[src/core/rx_debug_pkg.sv]
/*
 Shared constants and carrier types for the receive-path debug streamer:
 register map, field positions, select codes, timing counts, probe bundle.
 Assumes a 20 MHz system clock and a 32-bit classic Wishbone register bus.
*/
`default_nettype none

package rx_debug_pkg;

   // Register byte offsets
   localparam logic [7:0] CTRL_OFS = 8'h00;
   localparam logic [7:0] STATUS_OFS = 8'h04;
   localparam logic [7:0] DROP_OFS = 8'h08;
   localparam int ADR_BITS = 8;

   // Control register fields
   localparam int SEL_LSB = 0;
   localparam int SEL_BITS = 4;
   localparam int SCAN_BIT = 4;
   localparam int MTONE_BIT = 5;
   localparam logic [3:0] SEL_RESET = 4'h0;

   // Status register fields
   localparam int ST_ACTIVE_BIT = 0;
   localparam int ST_LEVEL_LSB = 4;
   localparam int ST_SENT_LSB = 16;

   // Serial word
   localparam int WORD_BITS = 16;
   localparam logic [3:0] MSB_SLOT = 4'hF;
   localparam logic [3:0] SYNC_SLOT = 4'h0;
   localparam int FIFO_DEPTH = 16;

   // Snapshot rate: one parallel capture per microsecond
   localparam int MCLK_PERIOD_NS = 50;
   localparam int SAMPLE_PERIOD_NS = 1000;
   localparam int SAMPLE_CYCLES = SAMPLE_PERIOD_NS / MCLK_PERIOD_NS;
   localparam int TICK_BITS = 5;

   // Vector select codes
   localparam logic [3:0] SEL_OFF = 4'h0;
   localparam logic [3:0] SEL_RSSI = 4'h1;
   localparam logic [3:0] SEL_RSSI_FILT = 4'h2;
   localparam logic [3:0] SEL_BB_STAGE1 = 4'h3;
   localparam logic [3:0] SEL_BASEBAND = 4'h4;
   localparam logic [3:0] SEL_SLICER_INIT = 4'h5;
   localparam logic [3:0] SEL_SLICER_THR = 4'h6;
   localparam logic [3:0] SEL_PHASE_ERR = 4'h7;
   localparam logic [3:0] SEL_DATA_FLAGS = 4'h8;
   localparam logic [3:0] SEL_CHECK_FLAGS = 4'h9;

   typedef struct packed {
      logic [7:0] status_a;
      logic if_settled;
      logic rssi_settled;
      logic [5:0] rssi_adc_raw;
      logic [11:0] rssi_filtered;
      logic front_end_low_gain;
      logic rssi_above_upper;
      logic rssi_below_lower;
      logic rssi_outside;
      logic [11:0] bb_stage1;
      logic lim_i;
      logic lim_q;
      logic xor_demod;
      logic [14:0] baseband;
      logic baseband_valid;
      logic [14:0] slicer_init_thr;
      logic load_init_thr;
      logic [14:0] slicer_thr;
      logic load_thr;
      logic [7:0] phase_error;
      logic rx_frame;
      logic rx_data;
      logic rx_bit_clock;
      logic pattern_match;
      logic chip_clock;
      logic edge_detected;
      logic deglitched_level;
      logic deglitched_valid;
      logic slicer_result;
      logic slicer_ready;
      logic slicer_valid;
      logic rx_ready;
      logic if_settled_slow;
      logic analog_ready;
      logic cmd_timeout;
      logic monitor_fail;
      logic monitor_pass;
      logic timeout_active;
      logic chip_timeout;
      logic single_chip_error;
      logic code_error;
      logic chip_check_valid;
      logic baud_error;
      logic baud_valid;
      logic amp_too_high;
      logic amp_too_high_valid;
      logic amp_too_low;
      logic amp_too_low_valid;
   } rx_probe_t;

   // One two-way pin group: value and active-low output enable per pin
   typedef struct packed {
      logic data_out;
      logic data_oe_n;
      logic sync_out;
      logic sync_oe_n;
      logic clk_out;
      logic clk_oe_n;
   } pin_drive_t;

endpackage : rx_debug_pkg

`default_nettype wire

[src/core/rx_debug_serial_streamer.sv]
/*
 Receive-path debug streamer: Wishbone control/status, 1 us snapshot of the
 selected probe vector, 16-word FIFO, and a three-pin serial output.
 Assumes probe signals are synchronous to mclk; the serial clock arrives as
 an asynchronous free-running input and is sampled by mclk.
*/
// Our own choices: the Wishbone register port and the register addresses.
// Notes on behaviour
// - Non-zero select with both test modes off switches the three pins to debug.
// - In debug mode the three pins carry the serial stream instead of normal use.
// - Clock pin carries the running serial clock throughout debug mode.
// - Data changes on serial clock rise, stable for capture at the fall.
// - Words are sixteen bits, most significant bit first.
// - Sync pin high only during the bit 0 slot of each word.
// - Next word's top bit follows the sync slot with no gap.
// - Selected vector captured in parallel once per microsecond, one word each.
// - Select 1: Status_a, IF settled, RSSI settled, raw RSSI ADC.
// - Select 2: filtered RSSI, low-gain flag, above, below, outside flags.
// - Select 3: first filter stage, I and Q limiter, XOR demod, IF settled.
// - Select 4: interpolated baseband and its valid flag.
// - Select 5: initial slicer threshold and unstretched reload pulse.
// - Select 6: current slicer threshold and its reload pulse.
// - Select 7: offset-binary phase error on top byte, low byte zero.
// - Select 8 top six: frame, data, bit clock, match, chip clock, edge.
// - Select 8 low ten: deglitcher, slicer, baseband, ready and settled flags.
// - Select 9: timeout, monitor, chip check, baud, RSSI and amplitude flags.
`default_nettype none

module debug_word_fifo #(
   parameter int WIDTH = 16,
   parameter int DEPTH = 16,
   localparam int AW = $clog2(DEPTH),
   localparam int CW = $clog2(DEPTH + 1)
) (
   input wire logic mclk,
   input wire logic reset,
   input wire logic flush,
   input wire logic in_valid,
   output logic in_ready,
   input wire logic [WIDTH-1:0] in_data,
   output logic out_valid,
   input wire logic out_ready,
   output logic [WIDTH-1:0] out_data,
   output logic [CW-1:0] level
);
   typedef struct packed {
      logic [DEPTH-1:0][WIDTH-1:0] mem;
      logic [AW-1:0] wr;
      logic [AW-1:0] rd;
      logic [CW-1:0] count;
   } fifo_state_t;

   fifo_state_t st_q;
   fifo_state_t st_d;
   logic push;
   logic pop;

   assign in_ready = st_q.count != CW'(DEPTH);
   assign out_valid = st_q.count != '0;
   assign out_data = st_q.mem[st_q.rd];
   assign level = st_q.count;
   assign push = in_valid && in_ready;
   assign pop = out_valid && out_ready;

   always_comb begin
      st_d = st_q;
      if (push) begin
         st_d.mem[st_q.wr] = in_data;
         st_d.wr = (st_q.wr == AW'(DEPTH - 1)) ? '0 : st_q.wr + AW'(1);
      end
      if (pop) begin
         st_d.rd = (st_q.rd == AW'(DEPTH - 1)) ? '0 : st_q.rd + AW'(1);
      end
      st_d.count = st_q.count + CW'(push) - CW'(pop);
      // Flush discards queued words; the streamer drives it only while debug mode is off, so a direct change of select keeps them
      if (flush) begin
         st_d.wr = '0;
         st_d.rd = '0;
         st_d.count = '0;
      end
   end

   always_ff @(posedge mclk) begin
      if (reset) begin
         st_q <= '0;
      end else begin
         st_q <= st_d;
      end
   end

   a_fifo_no_overfill: assert property (@(posedge mclk) disable iff (reset)
      st_q.count <= CW'(DEPTH))
      else $error("fifo count above depth");

endmodule : debug_word_fifo

module rx_debug_serial_streamer
   import rx_debug_pkg::*;
(
   input wire logic mclk,
   input wire logic reset,
   input wire logic wb_cyc,
   input wire logic wb_stb,
   input wire logic wb_we,
   input wire logic [rx_debug_pkg::ADR_BITS-1:0] wb_adr,
   input wire logic [3:0] wb_sel,
   input wire logic [31:0] wb_dat_w,
   output logic [31:0] wb_dat_r,
   output logic wb_ack,
   input wire rx_debug_pkg::rx_probe_t probe,
   input wire logic link_clock,
   input wire rx_debug_pkg::pin_drive_t normal_pins,
   output rx_debug_pkg::pin_drive_t pins
);
   import rx_debug_pkg::*;

   localparam int CW = $clog2(FIFO_DEPTH + 1);
   localparam int RUN_BITS = TICK_BITS + 1;

   typedef struct packed {
      logic [SEL_BITS-1:0] debug_vector_select;
      logic scan_test_enable;
      logic filter_multitone_test_enable;
      logic lclk_s1;
      logic lclk_s2;
      logic lclk_s3;
      logic [TICK_BITS-1:0] tick;
      logic [WORD_BITS-1:0] shift;
      logic [WORD_BITS-1:0] hold;
      logic [3:0] slot;
      logic data;
      logic sync;
      logic ack;
      logic [31:0] rdata;
      logic [15:0] words_sent;
      logic [15:0] dropped;
      logic [RUN_BITS-1:0] active_run;
   } streamer_state_t;

   streamer_state_t st_q;
   streamer_state_t st_d;

   logic active;
   logic rise;
   logic sample_tick;
   logic [WORD_BITS-1:0] vec;
   logic fifo_in_ready;
   logic fifo_out_valid;
   logic fifo_pop;
   logic [WORD_BITS-1:0] fifo_out_data;
   logic [CW-1:0] fifo_level;
   logic bus_req;

   function automatic logic [WORD_BITS-1:0] pick_vector(input logic [3:0] s, input rx_probe_t p);
      logic [WORD_BITS-1:0] v;
      v = 16'h0000;
      case (s)
         SEL_RSSI: v = {p.status_a, p.if_settled, p.rssi_settled, p.rssi_adc_raw};
         SEL_RSSI_FILT: v = {p.rssi_filtered, p.front_end_low_gain, p.rssi_above_upper,
                             p.rssi_below_lower, p.rssi_outside};
         SEL_BB_STAGE1: v = {p.bb_stage1, p.lim_i, p.lim_q, p.xor_demod, p.if_settled};
         SEL_BASEBAND: v = {p.baseband, p.baseband_valid};
         // Reload pulses are sampled as they are; short ones can fall between captures
         SEL_SLICER_INIT: v = {p.slicer_init_thr, p.load_init_thr};
         SEL_SLICER_THR: v = {p.slicer_thr, p.load_thr};
         SEL_PHASE_ERR: v = {p.phase_error, 8'h00};
         SEL_DATA_FLAGS: v = {p.rx_frame, p.rx_data, p.rx_bit_clock, p.pattern_match,
                              p.chip_clock, p.edge_detected,
                              p.deglitched_level, p.deglitched_valid, p.slicer_result,
                              p.slicer_ready, p.slicer_valid, p.baseband_valid, p.rx_ready,
                              p.if_settled_slow, p.if_settled, p.analog_ready};
         SEL_CHECK_FLAGS: v = {p.cmd_timeout, p.monitor_fail, p.monitor_pass, p.timeout_active,
                               p.chip_timeout, p.single_chip_error, p.code_error,
                               p.chip_check_valid, p.baud_error, p.baud_valid, p.rssi_outside,
                               p.rssi_settled, p.amp_too_high, p.amp_too_high_valid,
                               p.amp_too_low, p.amp_too_low_valid};
         default: v = 16'h0000;
      endcase
      return v;
   endfunction : pick_vector

   // Debug ownership of the pins; any test mode takes them back
   assign active = (st_q.debug_vector_select != SEL_OFF) && !st_q.scan_test_enable
                   && !st_q.filter_multitone_test_enable;
   assign rise = st_q.lclk_s2 && !st_q.lclk_s3;
   assign sample_tick = active && (st_q.tick == TICK_BITS'(SAMPLE_CYCLES - 1));
   assign vec = pick_vector(st_q.debug_vector_select, probe);
   assign fifo_pop = active && rise && (st_q.slot == SYNC_SLOT);
   assign bus_req = wb_cyc && wb_stb;

   debug_word_fifo #(
      .WIDTH(WORD_BITS),
      .DEPTH(FIFO_DEPTH)
   ) u_fifo (
      .mclk(mclk),
      .reset(reset),
      .flush(!active),
      .in_valid(sample_tick),
      .in_ready(fifo_in_ready),
      .in_data(vec),
      .out_valid(fifo_out_valid),
      .out_ready(fifo_pop),
      .out_data(fifo_out_data),
      .level(fifo_level)
   );

   always_comb begin
      logic [WORD_BITS-1:0] next_word;
      next_word = fifo_out_valid ? fifo_out_data : st_q.hold;
      st_d = st_q;

      // Serial clock is asynchronous: two flops before anything looks at it
      st_d.lclk_s1 = link_clock;
      st_d.lclk_s2 = st_q.lclk_s1;
      st_d.lclk_s3 = st_q.lclk_s2;

      // Microsecond capture timer
      if (!active || sample_tick) begin
         st_d.tick = '0;
      end else begin
         st_d.tick = st_q.tick + TICK_BITS'(1);
      end
      // Saturating run length of debug mode, kept only for the capture-period check
      if (!active) begin
         st_d.active_run = '0;
      end else if (st_q.active_run != '1) begin
         st_d.active_run = st_q.active_run + RUN_BITS'(1);
      end
      if (sample_tick && !fifo_in_ready) begin
         // Capture lost while the link is slower than the sample rate
         st_d.dropped = st_q.dropped + 16'h0001;
      end

      // Serializer advances only on a detected serial clock rise
      if (!active) begin
         st_d.slot = SYNC_SLOT;
         st_d.data = 1'b0;
         st_d.sync = 1'b0;
      end else if (rise) begin
         if (st_q.slot == SYNC_SLOT) begin
            // An empty FIFO repeats the last word so the stream never gaps
            st_d.shift = next_word;
            st_d.hold = next_word;
            st_d.slot = MSB_SLOT;
            st_d.data = next_word[WORD_BITS-1];
            st_d.sync = 1'b0;
            st_d.words_sent = st_q.words_sent + 16'h0001;
         end else begin
            st_d.slot = st_q.slot - 4'h1;
            st_d.data = st_q.shift[st_q.slot - 4'h1];
            st_d.sync = (st_q.slot - 4'h1) == SYNC_SLOT;
         end
      end

      // Classic Wishbone slave: one wait state, write lands on the ack edge
      st_d.ack = bus_req && !st_q.ack;
      if (bus_req && !st_q.ack) begin
         case (wb_adr)
            CTRL_OFS: st_d.rdata = {26'h0000000, st_q.filter_multitone_test_enable,
                                    st_q.scan_test_enable, st_q.debug_vector_select};
            STATUS_OFS: st_d.rdata = {st_q.words_sent, 7'h00, fifo_level, 3'h0, active};
            DROP_OFS: st_d.rdata = {16'h0000, st_q.dropped};
            default: st_d.rdata = 32'h00000000;
         endcase
      end
      if (bus_req && st_q.ack && wb_we && wb_sel[0] && wb_adr == CTRL_OFS) begin
         st_d.debug_vector_select = wb_dat_w[SEL_LSB +: SEL_BITS];
         st_d.scan_test_enable = wb_dat_w[SCAN_BIT];
         st_d.filter_multitone_test_enable = wb_dat_w[MTONE_BIT];
      end
   end

   always_ff @(posedge mclk) begin
      if (reset) begin
         st_q <= '0;
      end else begin
         st_q <= st_d;
      end
   end

   assign wb_ack = st_q.ack;
   assign wb_dat_r = st_q.rdata;

   // Pin ownership; clock pin follows the resynchronised serial clock
   always_comb begin
      if (active) begin
         pins.data_out = st_q.data;
         pins.sync_out = st_q.sync;
         pins.clk_out = st_q.lclk_s2;
         pins.data_oe_n = 1'b0;
         pins.sync_oe_n = 1'b0;
         pins.clk_oe_n = 1'b0;
      end else begin
         pins = normal_pins;
      end
   end

   a_pins_owned: assert property (@(posedge mclk) disable iff (reset)
      active |-> !pins.data_oe_n && !pins.sync_oe_n && !pins.clk_oe_n)
      else $error("debug pins not driven in debug mode");

   a_pins_released: assert property (@(posedge mclk) disable iff (reset)
      (st_q.debug_vector_select == SEL_OFF || st_q.scan_test_enable) |-> pins == normal_pins)
      else $error("pins not returned to normal use");

   a_mode_entry: assert property (@(posedge mclk) disable iff (reset)
      (st_q.debug_vector_select != SEL_OFF && !st_q.scan_test_enable
       && !st_q.filter_multitone_test_enable) |-> pins.clk_oe_n == 1'b0)
      else $error("nonzero select did not enter debug mode");

   a_clock_follows: assert property (@(posedge mclk) disable iff (reset)
      active |-> pins.clk_out == $past(link_clock, 2))
      else $error("clock pin does not follow serial clock");

   a_data_on_rise: assert property (@(posedge mclk) disable iff (reset)
      active && $past(active) && !$past(rise) |-> $stable(st_q.data) && $stable(st_q.sync))
      else $error("data changed away from a clock rise");

   a_sync_slot: assert property (@(posedge mclk) disable iff (reset)
      st_q.sync |-> st_q.slot == SYNC_SLOT)
      else $error("sync outside bit 0 slot");

   a_word_wrap: assert property (@(posedge mclk) disable iff (reset)
      active && rise && st_q.sync |=> !st_q.sync && st_q.slot == MSB_SLOT
      && st_q.data == st_q.shift[WORD_BITS-1])
      else $error("next word does not start at its top bit");

   a_sample_rate: assert property (@(posedge mclk) disable iff (reset)
      sample_tick |-> ##20 (sample_tick || !active
      || st_q.active_run < RUN_BITS'(SAMPLE_CYCLES)))
      else $error("capture period is not one microsecond");

   a_phase_low_zero: assert property (@(posedge mclk) disable iff (reset)
      st_q.debug_vector_select == SEL_PHASE_ERR |-> vec[7:0] == 8'h00
      && vec[15:8] == probe.phase_error)
      else $error("phase error vector layout wrong");

   a_rssi_layout: assert property (@(posedge mclk) disable iff (reset)
      st_q.debug_vector_select == SEL_RSSI |-> vec[15:8] == probe.status_a
      && vec[5:0] == probe.rssi_adc_raw)
      else $error("rssi vector layout wrong");

endmodule : rx_debug_serial_streamer

`default_nettype wire

[config.mk]
export PLATFORM = sky130hd
export DESIGN_NAME = rx_debug_serial_streamer
export DESIGN_NICKNAME = d
export VERILOG_FILES = /design/src/core/rx_debug_pkg.sv /design/src/core/rx_debug_serial_streamer.sv
export SDC_FILE = /design/constraint.sdc
export NUM_CORES = 1
export LEC_CHECK = 0
export BUFFER_PORTS_ARGS = -buffer_cell sky130_fd_sc_hd__buf_2
export CAP_MARGIN = 20
export CELL_PAD_IN_SITES_DETAIL_PLACEMENT = 1
export CELL_PAD_IN_SITES_GLOBAL_PLACEMENT = 2
export CORE_ASPECT_RATIO = 0.9
export CORE_MARGIN = 2
export CORE_UTILIZATION = 36
export CTS_CLUSTER_DIAMETER = 30
export DETAILED_ROUTE_END_ITERATION = 10
export PLACE_DENSITY = 0.87
export SLEW_MARGIN = 10
export SYNTH_ARGS = -nofsm -noshare
export SYNTH_HDL_FRONTEND = slang
export SYNTH_SLANG_ARGS = --single-unit
export TNS_END_PERCENT = 30
[constraint.sdc]
create_clock -name mclk -period 5.4 [get_ports mclk]
set_clock_uncertainty 0.1 [all_clocks]
set_input_delay 0.81 -clock mclk [delete_from_list [all_inputs] [get_ports mclk]]
set_output_delay 0.81 -clock mclk [all_outputs]
set_load 0.03 [all_outputs]
==> impl_metrics.tcl <==
set metrics [dict create \
    status "completed" \
    die_h_um 219 \
    synth_edf_count 0 \
    timing.reg2reg.setup_slack_ns 1.69 \
    timing.fmax_mhz 270 \
    maxSlewViolCount 0 \
    syn-cell-area_sq_um 18500 \
    drt_iter0_markers 905 \
    vias 14785 \
    drc 0 \
    final_core_util 0.431 \
    slowest_stage "nor3b_1" \
    clkSinkCount 370 \
    critPathCaptureType "flop" \
    p_leak_nw 7.37 \
    required_ns 5.75 \
    final_net_count 2114 \
    grt_pass1_vias 15680 \
    min_from "st_q[109]" \
    wl_mm 56.6 \
    cp_common_cell "inv_1" \
    crit_start "st_q[73]" \
    die-area_sq_um 53200 \
    yosysWarnings 0 \
    post_cts_buffers 0 \
    path_class "reg2reg" \
    grt_pass1_wl_mm 89.6 \
    fin_crit_sh 0.686 \
    coreArea_sq_um 50600 \
    cts_resized 0 \
    hold_viol 0 \
    async_reset_ff_frac 0 \
    crit_path_cell_trace "inv_1, ha_1, nor3b_1, nand4_1, buf_4, nor2_1, buf_4, ha_1, inv_1, ha_1, inv_1, fa_1, inv_1, a21oi_1, nor2_1, or3_1, a21oi_1" \
    clk_path_buf_depth 3 \
    clkLatencyLatePin_ns 0.60 \
    place_hpwl_mm 34.2 \
    rsz0062_at_grt "no" \
    numCtsBuffers 76 \
    core.rowCount 78 \
    place_congestion 0.938 \
    fill_cells 5654 \
    place_area_sq_um 19000 \
    finalHoldWorstSlack_ns 0.345 \
    setup_viol 0 \
    cts_tree "built" \
    slew_headroom 0.222 \
    die_w_um 243 \
    vdd_ir_drop_max_v 0.000264 \
    cp_max_fo 27 \
    reg2reg_from "st_q[73]" \
    vias_per_cell 5.58 \
    synth_top_cell_by_area "dfxtp_1" \
    powerDensity_nw_per_um2 358 \
    final_cell_area_sq_um 21800 \
    synth-seq-cells 370 \
    area_delta_synth_final_pct 17.8 \
    cp_slowest_stage_delay_ns 0.48 \
    io_buffers 196 \
    synth_area_leaders "dfxtp_1 40%, a211oi_2 9.5%, mux4_2 8.0%" \
    hold_buffers 0 \
    initial_utilization 0.366 \
    period_minus_slack_ns 3.71 \
    first_pass_iters 7 \
    yosysMostFrequentCell "dfxtp_1" \
    synthDistinctLibCells 71 \
    synth_cells 1817 \
    root_buffer "clkbuf_16" \
    ant_nets 0 \
    syn_nets 2021 \
    netlist.area_leader.share 0.400 \
    startpoint_type "flop" \
    hp-class "reg2reg" \
    clkTransAtPathRegs_ns 0.05 \
    arrival_ns 4.05 \
    syn_area_per_cell_sq_um 10.2 \
    htree_levels 3 \
    grt_util_all_layers 0.213 \
    antenna_found_initial 0 \
    synth_ff_type "dfxtp_1" \
    n_antenna_cell 0 \
    maxCapViolCount 0 \
    tns_ns 0 \
    power_mw 7.80 \
    synth_commonest_cells "370 x dfxtp_1, 343 x nor2_1, 140 x a211oi_2, 123 x a211oi_1, 81 x a22oi_1" \
    grt_overflow 0 \
    post_drt_wl_per_cell_um 21.4 \
    grt_max_degree 153 \
    io_pins 226 \
    seq_area_frac_synth 0.400 \
    drive_gt1_frac 0.315 \
    worst_pin_slew_ns 1.17 \
]
-- critical path: cells and delay by family (launching register included) --
family	cells	cell delay, ns
adder cells (fa/ha/maj)	4	1.05
AND/OR/NAND/NOR	5	1.02
AO/OA/AOI/OAI	2	0.11
buffers and inverters	6	0.84
flip-flops	1	0.45
-- registers in the layout, summed over array words and instances (netlist names) --
signal        cells
u_fifo.level      5
st_d              2
st_q             66
wb_ack            1
u_fifo.st_q     264
wb_dat_r         32
-- through the flow --
step	std cells	worst slack, ns
6_report	2650	1.69
5_1_grt	2650	1.36
4_1_cts	2647	1.72
3_5_place_dp	2509	1.71
3_3_place_gp	2509	1.85
2_1_floorplan	1817	2.10
-- final timing paths --
check,depth (start not counted),end
setup / recovery,17,u_fifo.level[4]
hold / removal,1,st_q[109]
setup reg to reg,17,u_fifo.level[4]
hold reg to reg,1,st_q[109]
-- logic make-up (layout without fill, tap and decap cells) --
kind of cell / Yosys count / in the layout / synth area share
AND/OR/NAND/NOR: 572 / 572 / 0.144
AO/OA/AOI/OAI: 471 / 471 / 0.230
flip-flops: 370 / 370 / 0.400
buffers and inverters: 240 / 393 / 0.0917
multiplexers: 107 / 107 / 0.103
XOR/XNOR: 40 / 40 / 0.0189
adder cells (fa/ha/maj): 17 / 17 / 0.0119
-- power breakdown --
| part | internal [mW] | switching (mW) | total (mW) |
|---|---|---|---|
| combinational | 0.0556 | 0.0955 | 0.151 |
| clock | 3.28 | 1.63 | 4.91 |
| sequential | 2.74 | 0.000650 | 2.74 |
| total | 6.07 | 1.73 | 7.80 |
-- per-layer routing --
layer / track usage / vias up / share of wire
met1: 0.276 / 7534 / 0.46
met4: 0.0732 / 0 / 0.024
met5: 0 / - / 0
li1: - / 6825 / -
met2: 0.356 / 323 / 0.48
met3: 0.0406 / 103 / 0.041
-- layout by cell type, fill, tap and decap left out, types with 6 or more instances in the layout --
cell        instances
a211oi_1          123
a211oi_2          140
a21oi_1            35
a22o_1              7
a22oi_1            81
a32oi_1             9
and2_1             11
and3_1             18
buf_2             195
buf_4              34
bufinv_16          11
clkbuf_1            8
clkbuf_16          78
clkbuf_8            6
clkinv_2            7
clkinvlp_4          9
dfxtp_1           368
ha_1               16
inv_1              19
inv_6               7
mux2i_1            36
mux4_2             66
nand2_1            65
nand3_1            11
nand4_1            23
nor2_1            342
nor2_2             14
nor2b_1            21
nor3_1             15
nor3b_1             7
nor4_1              8
o21ai_0            26
o22ai_1            15
xnor2_1            17
xor2_1             23
-- layout make-up --
class                      instances  area [sq um]  area share
tap                              680           851      0.0390
timing repair buffer             235          1330      0.0611
clock inverter                    46           647      0.0297
sequential                       370          7410       0.340
inverter                          20          75.1     0.00344
clock buffer                      92          2060      0.0947
multi-input combinational       1207          9410       0.432
Power figures use the tool's default switching activity.
